### config.mk
export PLATFORM = sky130hd
export DESIGN_NAME = crc_top
export DESIGN_NICKNAME = d
export VERILOG_FILES = /design/src/verilog/crc_pkg.sv /design/src/verilog/crc_top.sv
export SDC_FILE = /design/constraint.sdc
export NUM_CORES = 1
export LEC_CHECK = 0
export BUFFER_PORTS_ARGS = -buffer_cell sky130_fd_sc_hd__buf_2
export CORE_ASPECT_RATIO = 0.7
export CORE_MARGIN = 2
export CORE_UTILIZATION = 24
export CTS_BUF_LIST = sky130_fd_sc_hd__clkbuf_8 sky130_fd_sc_hd__clkbuf_16
export DETAILED_ROUTE_END_ITERATION = 16
export HOLD_SLACK_MARGIN = 0.08
export PLACE_DENSITY_LB_ADDON = 0.1
export SLEW_MARGIN = 25
export SYNTH_ARGS = -nofsm -noshare
export SYNTH_HDL_FRONTEND = slang
export SYNTH_SLANG_ARGS = --single-unit
export TNS_END_PERCENT = 50
### constraint.sdc
create_clock -name MCLK -period 2.4 [get_ports MCLK]
set_clock_uncertainty 0.15 [all_clocks]
set_input_delay 0.48 -clock MCLK [delete_from_list [all_inputs] [get_ports MCLK]]
set_output_delay 0.48 -clock MCLK [all_outputs]
set_load 0.02 [all_outputs]
### src/verilog/crc_pkg.sv
`default_nettype none
package crc_pkg;
	// register byte offsets on the bus
	localparam logic [31:0] OFF_MIRROR_REFSEL = 32'h0000_0000;
	localparam logic [31:0] OFF_DIVIDER_CTRL = 32'h0000_0004;
	localparam logic [31:0] OFF_FIXED_CTRL = 32'h0000_0008;
	localparam logic [31:0] OFF_CMP_PIN_CTRL = 32'h0000_000c;
	localparam logic [31:0] OFF_PORT_READ = 32'h0000_0010;
	localparam logic [31:0] OFF_ANALOG_SELECT = 32'h0000_0014;

	// mirror and reference select register
	localparam int MIR_A_BIT = 7;
	localparam int MIR_B_BIT = 6;
	localparam int RSEL_A_BIT = 5;
	localparam int RSEL_B_BIT = 4;
	localparam logic [7:0] MIRROR_WMASK = 8'h30;

	// divider reference control register
	localparam int DIV_EN_BIT = 7;
	localparam int DIV_OE_BIT = 6;
	localparam int DIV_RANGE_BIT = 5;
	localparam int DIV_SRC_BIT = 4;
	localparam int DIV_LEVEL_MSB = 3;

	// fixed reference control register
	localparam int FIX_EN_BIT = 7;
	localparam int FIX_ST_BIT = 6;

	// comparator pin control register
	localparam int PC_B_OE_BIT = 0;
	localparam int PC_B_ON_BIT = 1;
	localparam int PC_B_DIR_BIT = 2;
	localparam int PC_REF_DIR_BIT = 3;
	localparam int PC_A_NONINV_BIT = 4;
	localparam int PC_B_NONINV_BIT = 5;
	localparam logic [7:0] PIN_CTRL_WMASK = 8'h3f;

	// port pin positions
	localparam int REF_PIN_IDX = 2;
	localparam int CMP_B_PIN_IDX = 5;

	// reset values
	localparam logic [7:0] RST_MIRROR = 8'h00;
	localparam logic [7:0] RST_DIVIDER = 8'h00;
	localparam logic [7:0] RST_PIN_CTRL = 8'h0c;
	localparam logic [7:0] RST_ANALOG = 8'hff;

	// high range tap offset
	localparam logic [4:0] DIV_HIGH_BASE = 5'h08;

	// axi responses
	localparam logic [1:0] RESP_OKAY = 2'b00;
	localparam logic [1:0] RESP_SLVERR = 2'b10;

	// fixed reference settling time
	localparam int CLK_PERIOD_NS = 20;
	localparam int FIX_SETTLE_NS = 10000;
	localparam int FIX_SETTLE_CYCLES = (FIX_SETTLE_NS + CLK_PERIOD_NS - 1) / CLK_PERIOD_NS;
	localparam int SETTLE_W = 10;
	localparam logic [SETTLE_W-1:0] SETTLE_LAST = SETTLE_W'(FIX_SETTLE_CYCLES - 1);
endpackage
`default_nettype wire

### src/verilog/crc_top.sv
`timescale 1ns/1ps
`default_nettype none
module crc_top (
	input wire logic MCLK,
	input wire logic RST_N,
	input wire logic [31:0] S_AWADDR,
	input wire logic S_AWVALID,
	output logic S_AWREADY,
	input wire logic [31:0] S_WDATA,
	input wire logic [3:0] S_WSTRB,
	input wire logic S_WVALID,
	output logic S_WREADY,
	output logic [1:0] S_BRESP,
	output logic S_BVALID,
	input wire logic S_BREADY,
	input wire logic [31:0] S_ARADDR,
	input wire logic S_ARVALID,
	output logic S_ARREADY,
	output logic [31:0] S_RDATA,
	output logic [1:0] S_RRESP,
	output logic S_RVALID,
	input wire logic S_RREADY,
	input wire logic CMP_A_RESULT,
	input wire logic CMP_B_RESULT,
	input wire logic [7:0] PORT_PIN_IN,
	input wire logic HF_OSC_ENABLED,
	input wire logic VDETECT_ENABLED,
	input wire logic BROWNOUT_ENABLED,
	output logic MISMATCH_UPDATE,
	output logic CMP_A_REF_SEL_DIVIDER,
	output logic CMP_B_REF_SEL_DIVIDER,
	output logic CMP_A_NONINV_INTERNAL,
	output logic CMP_B_NONINV_INTERNAL,
	output logic CMP_B_PIN_OUT,
	output logic CMP_B_PIN_OE,
	output logic DIV_ENABLE,
	output logic DIV_RANGE_LOW,
	output logic DIV_SOURCE_EXTERNAL,
	output logic [3:0] DIV_LEVEL,
	output logic [4:0] DIV_TAP,
	output logic DIV_CLAMP,
	output logic DIV_PIN_CONNECT,
	output logic REF_PIN_DIGITAL_OE,
	output logic REF_PIN_INPUT_DISABLE,
	output logic FIXED_REF_ON,
	output logic FIXED_REF_STABLE
);
	// synchronisers: first stage read only by second
	logic [12:0] sync_a, sync_b;
	logic cmp_a_s, cmp_b_s, any_other_user;
	logic [7:0] pin_s;

	always_ff @(posedge MCLK)
	begin
		if (!RST_N)
		begin
			sync_a <= 13'h0000;
			sync_b <= 13'h0000;
		end
		else
		begin
			sync_a <= {CMP_A_RESULT, BROWNOUT_ENABLED, VDETECT_ENABLED, HF_OSC_ENABLED,
				PORT_PIN_IN, CMP_B_RESULT};
			sync_b <= sync_a;
		end
	end
	assign cmp_b_s = sync_b[0];
	assign pin_s = sync_b[8:1];
	assign any_other_user = |sync_b[11:9];
	assign cmp_a_s = sync_b[12]; // one chain for both results keeps the mirror free of skew

	// write channel
	logic aw_full, w_full, aw_fire, w_fire, do_write;
	logic [31:0] wa, wd;
	logic [3:0] ws;
	logic next_aw_full, next_w_full, next_bvalid;

	assign aw_fire = S_AWVALID && S_AWREADY;
	assign w_fire = S_WVALID && S_WREADY;
	assign do_write = aw_full && w_full && !S_BVALID;
	assign next_aw_full = (aw_full || aw_fire) && !do_write;
	assign next_w_full = (w_full || w_fire) && !do_write;
	assign next_bvalid = do_write || (S_BVALID && !S_BREADY);

	always_ff @(posedge MCLK)
	begin
		if (!RST_N)
		begin
			aw_full <= 1'b0;
			w_full <= 1'b0;
			wa <= 32'h0000_0000;
			wd <= 32'h0000_0000;
			ws <= 4'h0;
			S_AWREADY <= 1'b0;
			S_WREADY <= 1'b0;
			S_BVALID <= 1'b0;
		end
		else
		begin
			aw_full <= next_aw_full;
			w_full <= next_w_full;
			if (aw_fire)
				wa <= S_AWADDR;
			if (w_fire)
			begin
				wd <= S_WDATA;
				ws <= S_WSTRB;
			end
			S_AWREADY <= !next_aw_full;
			S_WREADY <= !next_w_full;
			S_BVALID <= next_bvalid;
		end
	end

	// write decode; registers are one byte, lane 0
	logic wa_mir, wa_div, wa_fix, wa_pin, wa_port, wa_ana, wa_hit, wr_lane;
	assign wa_mir = (wa == crc_pkg::OFF_MIRROR_REFSEL);
	assign wa_div = (wa == crc_pkg::OFF_DIVIDER_CTRL);
	assign wa_fix = (wa == crc_pkg::OFF_FIXED_CTRL);
	assign wa_pin = (wa == crc_pkg::OFF_CMP_PIN_CTRL);
	assign wa_port = (wa == crc_pkg::OFF_PORT_READ);
	assign wa_ana = (wa == crc_pkg::OFF_ANALOG_SELECT);
	assign wa_hit = wa_mir || wa_div || wa_fix || wa_pin || wa_port || wa_ana;
	assign wr_lane = do_write && ws[0];

	always_ff @(posedge MCLK)
	begin
		if (!RST_N)
			S_BRESP <= crc_pkg::RESP_OKAY;
		else if (do_write)
			S_BRESP <= wa_hit ? crc_pkg::RESP_OKAY : crc_pkg::RESP_SLVERR;
	end

	// control registers; only RST_N clears them, so sleep and wake leave them be
	logic [7:0] mirror_sel, divctl, pinctl, analog_sel;
	logic [7:0] next_mirror_sel, next_divctl, next_pinctl, next_analog_sel;
	logic fix_en, next_fix_en;

	assign next_mirror_sel = (wr_lane && wa_mir) ?
		(wd[7:0] & crc_pkg::MIRROR_WMASK) : mirror_sel;
	assign next_divctl = (wr_lane && wa_div) ? wd[7:0] : divctl;
	assign next_fix_en = (wr_lane && wa_fix) ? wd[crc_pkg::FIX_EN_BIT] : fix_en;
	assign next_pinctl = (wr_lane && wa_pin) ?
		(wd[7:0] & crc_pkg::PIN_CTRL_WMASK) : pinctl;
	assign next_analog_sel = (wr_lane && wa_ana) ? wd[7:0] : analog_sel;

	always_ff @(posedge MCLK)
	begin
		if (!RST_N)
		begin
			mirror_sel <= crc_pkg::RST_MIRROR;
			divctl <= crc_pkg::RST_DIVIDER;
			fix_en <= 1'b0;
			pinctl <= crc_pkg::RST_PIN_CTRL;
			analog_sel <= crc_pkg::RST_ANALOG;
		end
		else
		begin
			mirror_sel <= next_mirror_sel;
			divctl <= next_divctl;
			fix_en <= next_fix_en;
			pinctl <= next_pinctl;
			analog_sel <= next_analog_sel;
		end
	end

	// analog controls follow the next value so they move on the write edge
	logic n_range_low, next_fixed_on;
	logic [3:0] n_level;
	logic [4:0] next_tap;
	assign n_range_low = next_divctl[crc_pkg::DIV_RANGE_BIT];
	assign n_level = next_divctl[crc_pkg::DIV_LEVEL_MSB:0];
	assign next_tap = n_range_low ? {1'b0, n_level} :
		(crc_pkg::DIV_HIGH_BASE + {1'b0, n_level});

	assign next_fixed_on = next_fix_en || any_other_user;

	always_ff @(posedge MCLK)
	begin
		if (!RST_N)
		begin
			DIV_ENABLE <= 1'b0;
			DIV_RANGE_LOW <= 1'b0;
			DIV_SOURCE_EXTERNAL <= 1'b0;
			DIV_LEVEL <= 4'h0;
			DIV_TAP <= crc_pkg::DIV_HIGH_BASE;
			DIV_CLAMP <= 1'b0;
			DIV_PIN_CONNECT <= 1'b0;
			REF_PIN_DIGITAL_OE <= 1'b0;
			REF_PIN_INPUT_DISABLE <= 1'b0;
			CMP_A_REF_SEL_DIVIDER <= 1'b0;
			CMP_B_REF_SEL_DIVIDER <= 1'b0;
			CMP_A_NONINV_INTERNAL <= 1'b0;
			CMP_B_NONINV_INTERNAL <= 1'b0;
			FIXED_REF_ON <= 1'b0;
		end
		else
		begin
			DIV_ENABLE <= next_divctl[crc_pkg::DIV_EN_BIT];
			DIV_RANGE_LOW <= n_range_low;
			DIV_SOURCE_EXTERNAL <= next_divctl[crc_pkg::DIV_SRC_BIT];
			DIV_LEVEL <= n_level;
			DIV_TAP <= next_tap;
			DIV_CLAMP <= !next_divctl[crc_pkg::DIV_EN_BIT] && n_range_low
				&& (n_level == 4'h0);
			DIV_PIN_CONNECT <= next_divctl[crc_pkg::DIV_OE_BIT];
			// pin output enable wins over the direction bit
			REF_PIN_DIGITAL_OE <= !next_divctl[crc_pkg::DIV_OE_BIT]
				&& !next_pinctl[crc_pkg::PC_REF_DIR_BIT];
			REF_PIN_INPUT_DISABLE <= next_divctl[crc_pkg::DIV_OE_BIT];
			CMP_A_REF_SEL_DIVIDER <= next_mirror_sel[crc_pkg::RSEL_A_BIT];
			CMP_B_REF_SEL_DIVIDER <= next_mirror_sel[crc_pkg::RSEL_B_BIT];
			CMP_A_NONINV_INTERNAL <= next_pinctl[crc_pkg::PC_A_NONINV_BIT];
			CMP_B_NONINV_INTERNAL <= next_pinctl[crc_pkg::PC_B_NONINV_BIT];
			FIXED_REF_ON <= next_fixed_on;
		end
	end

	// comparator B pin driver
	always_ff @(posedge MCLK)
	begin
		if (!RST_N)
		begin
			CMP_B_PIN_OE <= 1'b0;
			CMP_B_PIN_OUT <= 1'b0;
		end
		else
		begin
			CMP_B_PIN_OE <= pinctl[crc_pkg::PC_B_OE_BIT] && pinctl[crc_pkg::PC_B_ON_BIT]
				&& !pinctl[crc_pkg::PC_B_DIR_BIT];
			CMP_B_PIN_OUT <= cmp_b_s;
		end
	end

	// settle timer restarts whenever the reference drops out
	logic [crc_pkg::SETTLE_W-1:0] settle_cnt;
	always_ff @(posedge MCLK)
	begin
		if (!RST_N)
		begin
			settle_cnt <= '0;
			FIXED_REF_STABLE <= 1'b0;
		end
		else if (!FIXED_REF_ON || !next_fixed_on) // flag never outlives the reference
		begin
			settle_cnt <= '0;
			FIXED_REF_STABLE <= 1'b0;
		end
		else if (settle_cnt == crc_pkg::SETTLE_LAST)
			FIXED_REF_STABLE <= 1'b1;
		else
			settle_cnt <= settle_cnt + 1'b1;
	end

	// read channel
	logic ar_fire, next_rvalid;
	logic ra_mir, ra_div, ra_fix, ra_pin, ra_port, ra_ana, ra_hit;
	logic [7:0] rd_mirror, rd_div, rd_fix, rd_port, ref_pin_mask, rd_byte;

	assign ar_fire = S_ARVALID && S_ARREADY;
	assign next_rvalid = ar_fire || (S_RVALID && !S_RREADY);
	assign ra_mir = (S_ARADDR == crc_pkg::OFF_MIRROR_REFSEL);
	assign ra_div = (S_ARADDR == crc_pkg::OFF_DIVIDER_CTRL);
	assign ra_fix = (S_ARADDR == crc_pkg::OFF_FIXED_CTRL);
	assign ra_pin = (S_ARADDR == crc_pkg::OFF_CMP_PIN_CTRL);
	assign ra_port = (S_ARADDR == crc_pkg::OFF_PORT_READ);
	assign ra_ana = (S_ARADDR == crc_pkg::OFF_ANALOG_SELECT);
	assign ra_hit = ra_mir || ra_div || ra_fix || ra_pin || ra_port || ra_ana;
	// one snapshot of both results avoids skew between them
	assign rd_mirror = {cmp_a_s, cmp_b_s, mirror_sel[crc_pkg::RSEL_A_BIT],
		mirror_sel[crc_pkg::RSEL_B_BIT], 4'h0};
	assign rd_div = divctl;
	assign rd_fix = {fix_en, FIXED_REF_STABLE, 6'h00};
	assign ref_pin_mask = divctl[crc_pkg::DIV_OE_BIT] ?
		(8'h01 << crc_pkg::REF_PIN_IDX) : 8'h00;
	assign rd_port = pin_s & ~analog_sel & ~ref_pin_mask;
	assign rd_byte = ra_mir ? rd_mirror :
		ra_div ? rd_div :
		ra_fix ? rd_fix :
		ra_pin ? pinctl :
		ra_port ? rd_port :
		ra_ana ? analog_sel : 8'h00;

	always_ff @(posedge MCLK)
	begin
		if (!RST_N)
		begin
			S_ARREADY <= 1'b0;
			S_RVALID <= 1'b0;
			S_RDATA <= 32'h0000_0000;
			S_RRESP <= crc_pkg::RESP_OKAY;
			MISMATCH_UPDATE <= 1'b0;
		end
		else
		begin
			S_ARREADY <= !next_rvalid;
			S_RVALID <= next_rvalid;
			if (ar_fire)
			begin
				S_RDATA <= {24'h00_0000, rd_byte};
				S_RRESP <= ra_hit ? crc_pkg::RESP_OKAY : crc_pkg::RESP_SLVERR;
			end
			// only the comparator control read refreshes the mismatch latches
			MISMATCH_UPDATE <= ar_fire && ra_pin;
		end
	end

	logic [crc_pkg::SETTLE_W-1:0] on_cycles;
	always_ff @(posedge MCLK)
	begin
		if (!RST_N || !FIXED_REF_ON)
			on_cycles <= '0;
		else if (on_cycles != crc_pkg::SETTLE_LAST)
			on_cycles <= on_cycles + 1'b1;
	end
endmodule // crc_top
`default_nettype wire
-- Word-level counts from Yosys, hierarchy flattened
Cells that the tools add are included.
- register bits: 145
- bits in latches: 0
- memory bits (writable): 0
- bits in read-only memories: 0
- bits of input ports: 120
- output and inout bits: 66
- word-level logic and storage cells: 128
- memories: 0
- add/sub/neg operators: 2
- $mul: 0
- divide/modulo/power cells: 0
- $lt $le $gt $ge: 0
- equality and inequality tests: 11
- shift operators: 0
- multiplexer cells: 14
- bitwise gates (word level): 5
- reduce and logical (&&, ||, !) cells: 56
- operator list (kind ; number):
    32-bit by 4-bit == test with 1-bit output (second input constant) ; 4
    32-bit by 5-bit == test with 1-bit output (second input constant) ; 4
    32-bit by 3-bit == test with 1-bit output (second input constant) ; 2
    32-bit zero test ; 2
    8-bit two-way mux ; 7
    1-bit logical AND ; 21
    8-bit bitwise AND ; 2
    1-bit logical OR ; 16
    1-bit zero test ; 13
    6-bit two-way mux ; 2
    10-bit by 1-bit adder with 10-bit output (second input constant) ; 1
    10-bit by 9-bit == test with 1-bit output (second input constant) ; 1
    3-bit inverter with 8-bit output ; 1
    8-bit inverter ; 1
    4-bit by 4-bit adder with 5-bit output (first input constant) ; 1
    4-bit zero test ; 1
    2-bit two-way mux ; 2
    4-bit two-way mux ; 1
    2-bit OR reduction ; 2
    3-bit two-way mux ; 1
    3-bit OR reduction ; 1
    1-bit two-way mux ; 1
    1-bit inverter ; 1

-- Longest topological paths before layout
- word-level depth: 9
- mapped depth: 6
- depth with buffers taken out: 6

-- Worst setup path after synthesis
Ideal clock, no wire load.
- path type: in2reg
- start point: input port S_ARADDR[24]
- end point: register MISMATCH_UPDATE
- library setup time: 0.061 ns
- arrival: 2.030 ns
- data required time: 2.189 ns
- setup slack: 0.158 ns
- stages: 4
- buffers on the path: 0
- path through: or4_1 or4_4 nor3_4 and4_1
- cells in the longest elaborated chain, start to end: 2
- ends and longest elaborated chain (element ; RTL line ; source):
    start: declaration ; crc_top.sv:16 ; input wire logic [31:0] S_ARADDR,
    32-bit by 4-bit == test with 1-bit output ; crc_top.sv:265 ; assign ra_pin = (S_ARADDR == crc_pkg::OFF_CMP_PIN_CTRL);
    1-bit logical AND ; crc_top.sv:304 ; MISMATCH_UPDATE <= ar_fire && ra_pin;
    end signal: assignment ; crc_top.sv:304 ;
    end: declaration ; crc_top.sv:29 ; output logic MISMATCH_UPDATE,
Every way passes these cells.
A chain may end at the register's enable or synchronous reset.

-- Worst setup path after layout
- start point: register wa[31]
- end point: register REF_PIN_DIGITAL_OE
- cells in the longest elaborated chain, start to end: 5
- elaborated cells between the ends (all ways): 9
- those cells by class: 2 x eq/ne; 2 x mux; 5 x reduce/logical
- ends and longest elaborated chain (element ; RTL line ; source):
    start: declaration ; crc_top.sv:74 ; logic [31:0] wa, wd;
    start signal: assignment ; crc_top.sv:91 ; wa <= 32'h0000_0000;
    start signal: assignment ; crc_top.sv:103 ; wa <= S_AWADDR;
    32-bit by 3-bit == test with 1-bit output / 32-bit by 4-bit == test with 1-bit output (equally long branches) ; crc_top.sv:118, crc_top.sv:120 ;
    1-bit logical AND (on tied branches) ; crc_top.sv:141, crc_top.sv:143 ;
    8-bit two-way mux / 6-bit two-way mux (equally long branches) ; crc_top.sv:141, crc_top.sv:143 ;
    1-bit zero test (on tied branches) ; crc_top.sv:208, crc_top.sv:209 ;
    1-bit logical AND * ; crc_top.sv:209 ; && !next_pinctl[crc_pkg::PC_REF_DIR_BIT];
    end signal: assignment ; crc_top.sv:208 ; REF_PIN_DIGITAL_OE <= !next_divctl[crc_pkg::DIV_OE_BIT]
    end: declaration ; crc_top.sv:43 ; output logic REF_PIN_DIGITAL_OE,
Every way passes the cells marked *; elsewhere a longest branch is shown, timed or not.

==> out/results.txt <==
outcome = completed
Finished Core Util = 0.324
clock latency on the worst-skew pair = 420 ps
fin cells = 991
Buf/Inv on CP = 1
# rows = 44
Area growth syn-to-layout = 32.3%
Hold Crit Class = in2reg
Post-CTS Resized = 0
share of cells above drive strength 1 = 0.271
Iter 0 DRT Violations = 132
crit-path max cell delay = 360 ps
fin crit period = 2190 ps
DIE AREA = 22400 sq um
Lkg Pwr = 2.89 nW
CP max FO = 13
Worst path depth = 6
initial antenna violation count = 0
CTS Hold Buffers Added = 0
asr flop ratio synth = 0
number of antenna diodes = 0
Synth cell types = 47
die width = 178 um
all-layer global routing usage = 0.124
worst endpoint data arrival time = 2360 ps
deepest clock path buffer count = 2
Sink Count = 128
Worst Setup End Kind = register
register area share after synthesis = 0.504
final instance area = 6730 sq um
antenna viol nets, final = 0
final number of hold-violating endpoints = 0
max-slew violations = 0
Root Buffer Master = clkbuf_16
number of global-route vias before repair = 4119
Critical Setup Path Class = reg2reg
PD cells = 859 nW/um^2
GRT overflow = 0
Hold Crit Depth = 2
Clk pin slew, worst setup/hold paths = 60 ps
Starting Density = 0.245
worst-path cell chain = nor4_1 > and4_1 > nand4_1 > buf_4 > mux2i_1 > nor2b_1
Power Total = 5.78 mW
Setup crit start kind = register
number of top-level pins = 186
Final setup viols = 0
syn avg cell area = 8.93 sq um
pin count of the biggest net entering global routing = 44
First-pass DRT Iterations = 4
drt via density = 4.27
HPWL after DPL = 10.1 mm
RSZ-0062 raised after global routing = false
cell area after synthesis = 5080 sq um
Peak VDD IR = 0.429 mV
routed via count = 4227
Achievable Freq = 458 MHz
#FFs+latches synth = 128
drt wl/cell = 13.7 um
CTS tree = done
worst path required time = 2580 ps
YS warnings = 0
port buffer count = 132
total core area = 20800 sq um
post-CTS setup buffer count = 0
final WL = 13.5 mm
Reg2Reg Setup Slack = 210 ps
Mapped Cells = 569
die height = 126 um
Inst Count DP = 959
EDFF count, synth = 0
CP delay by family, top = simple AND/OR/NAND/NOR gates
gp weighted congestion = 0.730
final cycle utilization of the critical path = 0.910
global-route wire length before repair = 21.2 mm
# DRC = 0
max cap viols = 0
H-tree Lvls = 4
cells on worst reg2reg path = 6
nets@finish = 823
ys flop type = dfxtp_1
Crit-path slowest cell = nor4_1
TritonCTS Buffers = 17
Post-DP Area = 5980 sq um
Total Neg Setup Slack = 0 ps
[synth_stat cells (9+ instances only)]
master / instances / area (sq um)
nor3b_1: 9 / 67.6
buf_4: 30 / 225
mux2i_1: 33 / 330
nor2_1: 40 / 150
nand2_1: 109 / 409
clkbuf_1: 23 / 86.3
dfxtp_1: 128 / 2560
and2_1: 32 / 200
nor4_1: 13 / 81.3
a21oi_1: 57 / 285
[sequential cells by signal, indices dropped and copies added (netlist names), 2 cells and up]
name and flops:
pinctl 6, settle_cnt 10, sync_b 13, wa 32, divctl 8, sync_a 13
wd 8, DIV_TAP 2, S_RDATA 8, mirror_sel 2, analog_sel 8
[layer usage]
| layer | share of wire | track usage |
|---|---|---|
| met2 | 0.41 | 0.177 |
| met3 | 0.065 | 0.0377 |
| met5 | 0 | 0 |
| met4 | 0.011 | 0.0405 |
| met1 | 0.52 | 0.176 |
[final timing paths]
path | start | endpoint
hold reg to reg | sync_a[3] | sync_b[3]
hold / removal | PORT_PIN_IN[2] | sync_a[3]
setup / recovery | wa[31] | REF_PIN_DIGITAL_OE
setup reg to reg | wa[31] | REF_PIN_DIGITAL_OE
[worst register-to-register path, stage by stage, from the launching register on]
cell	delay, ps
dfxtp_1	310
nor4_1	360
and4_1	310
nand4_1	220
buf_4	270
mux2i_1	240
nor2b_1	230
[cell usage in the layout (no fill, tap or decap), drive strengths merged, types with 8 or more instances in the layout]
cell	instances
buf	148
dfxtp	128
nand2	109
a21oi	57
nor2	40
mux2i	33
and2	32
conb	26
clkbuf	18
nor4	14
nor3b	9
bufinv	8
[metrics by stage]
stage	hold slack (ps)	setup slack [ps]
after CTS	100	125
after detailed placement	270	19.4
after global placement	273	28.8
after global routing	113	22.7
final	119	215
after floorplan	262	158
[where the power goes]
part | switching (mW) | internal, mW | total, mW
sequential | 0.0443 | 2.19 | 2.24
combinational | 0.230 | 0.152 | 0.382
clock | 0.974 | 2.19 | 3.16
[kinds of logic after synthesis]
logic type               Yosys count  share of synthesized area
AO/OA/AOI/OAI                     85                     0.0960
XOR/XNOR                          10                     0.0172
adder cells (fa/ha/maj)            1                    0.00246
buffers and inverters             62                     0.0684
flip-flops                       128                      0.504
multiplexers                      35                     0.0694
other                              1                   0.000738
AND/OR/NAND/NOR                  247                      0.242
[final cells by class]
cell class,count,area [sq um]
fillers,2207,14000
flip-flops and latches,128,2560
multi-input cells,404,2290
repair buffers,148,793
clock buffers,18,439
well taps,276,345
clock inverters,14,284
inverters,3,11.3
No activity file was read; power rests on OpenSTA's default activity.
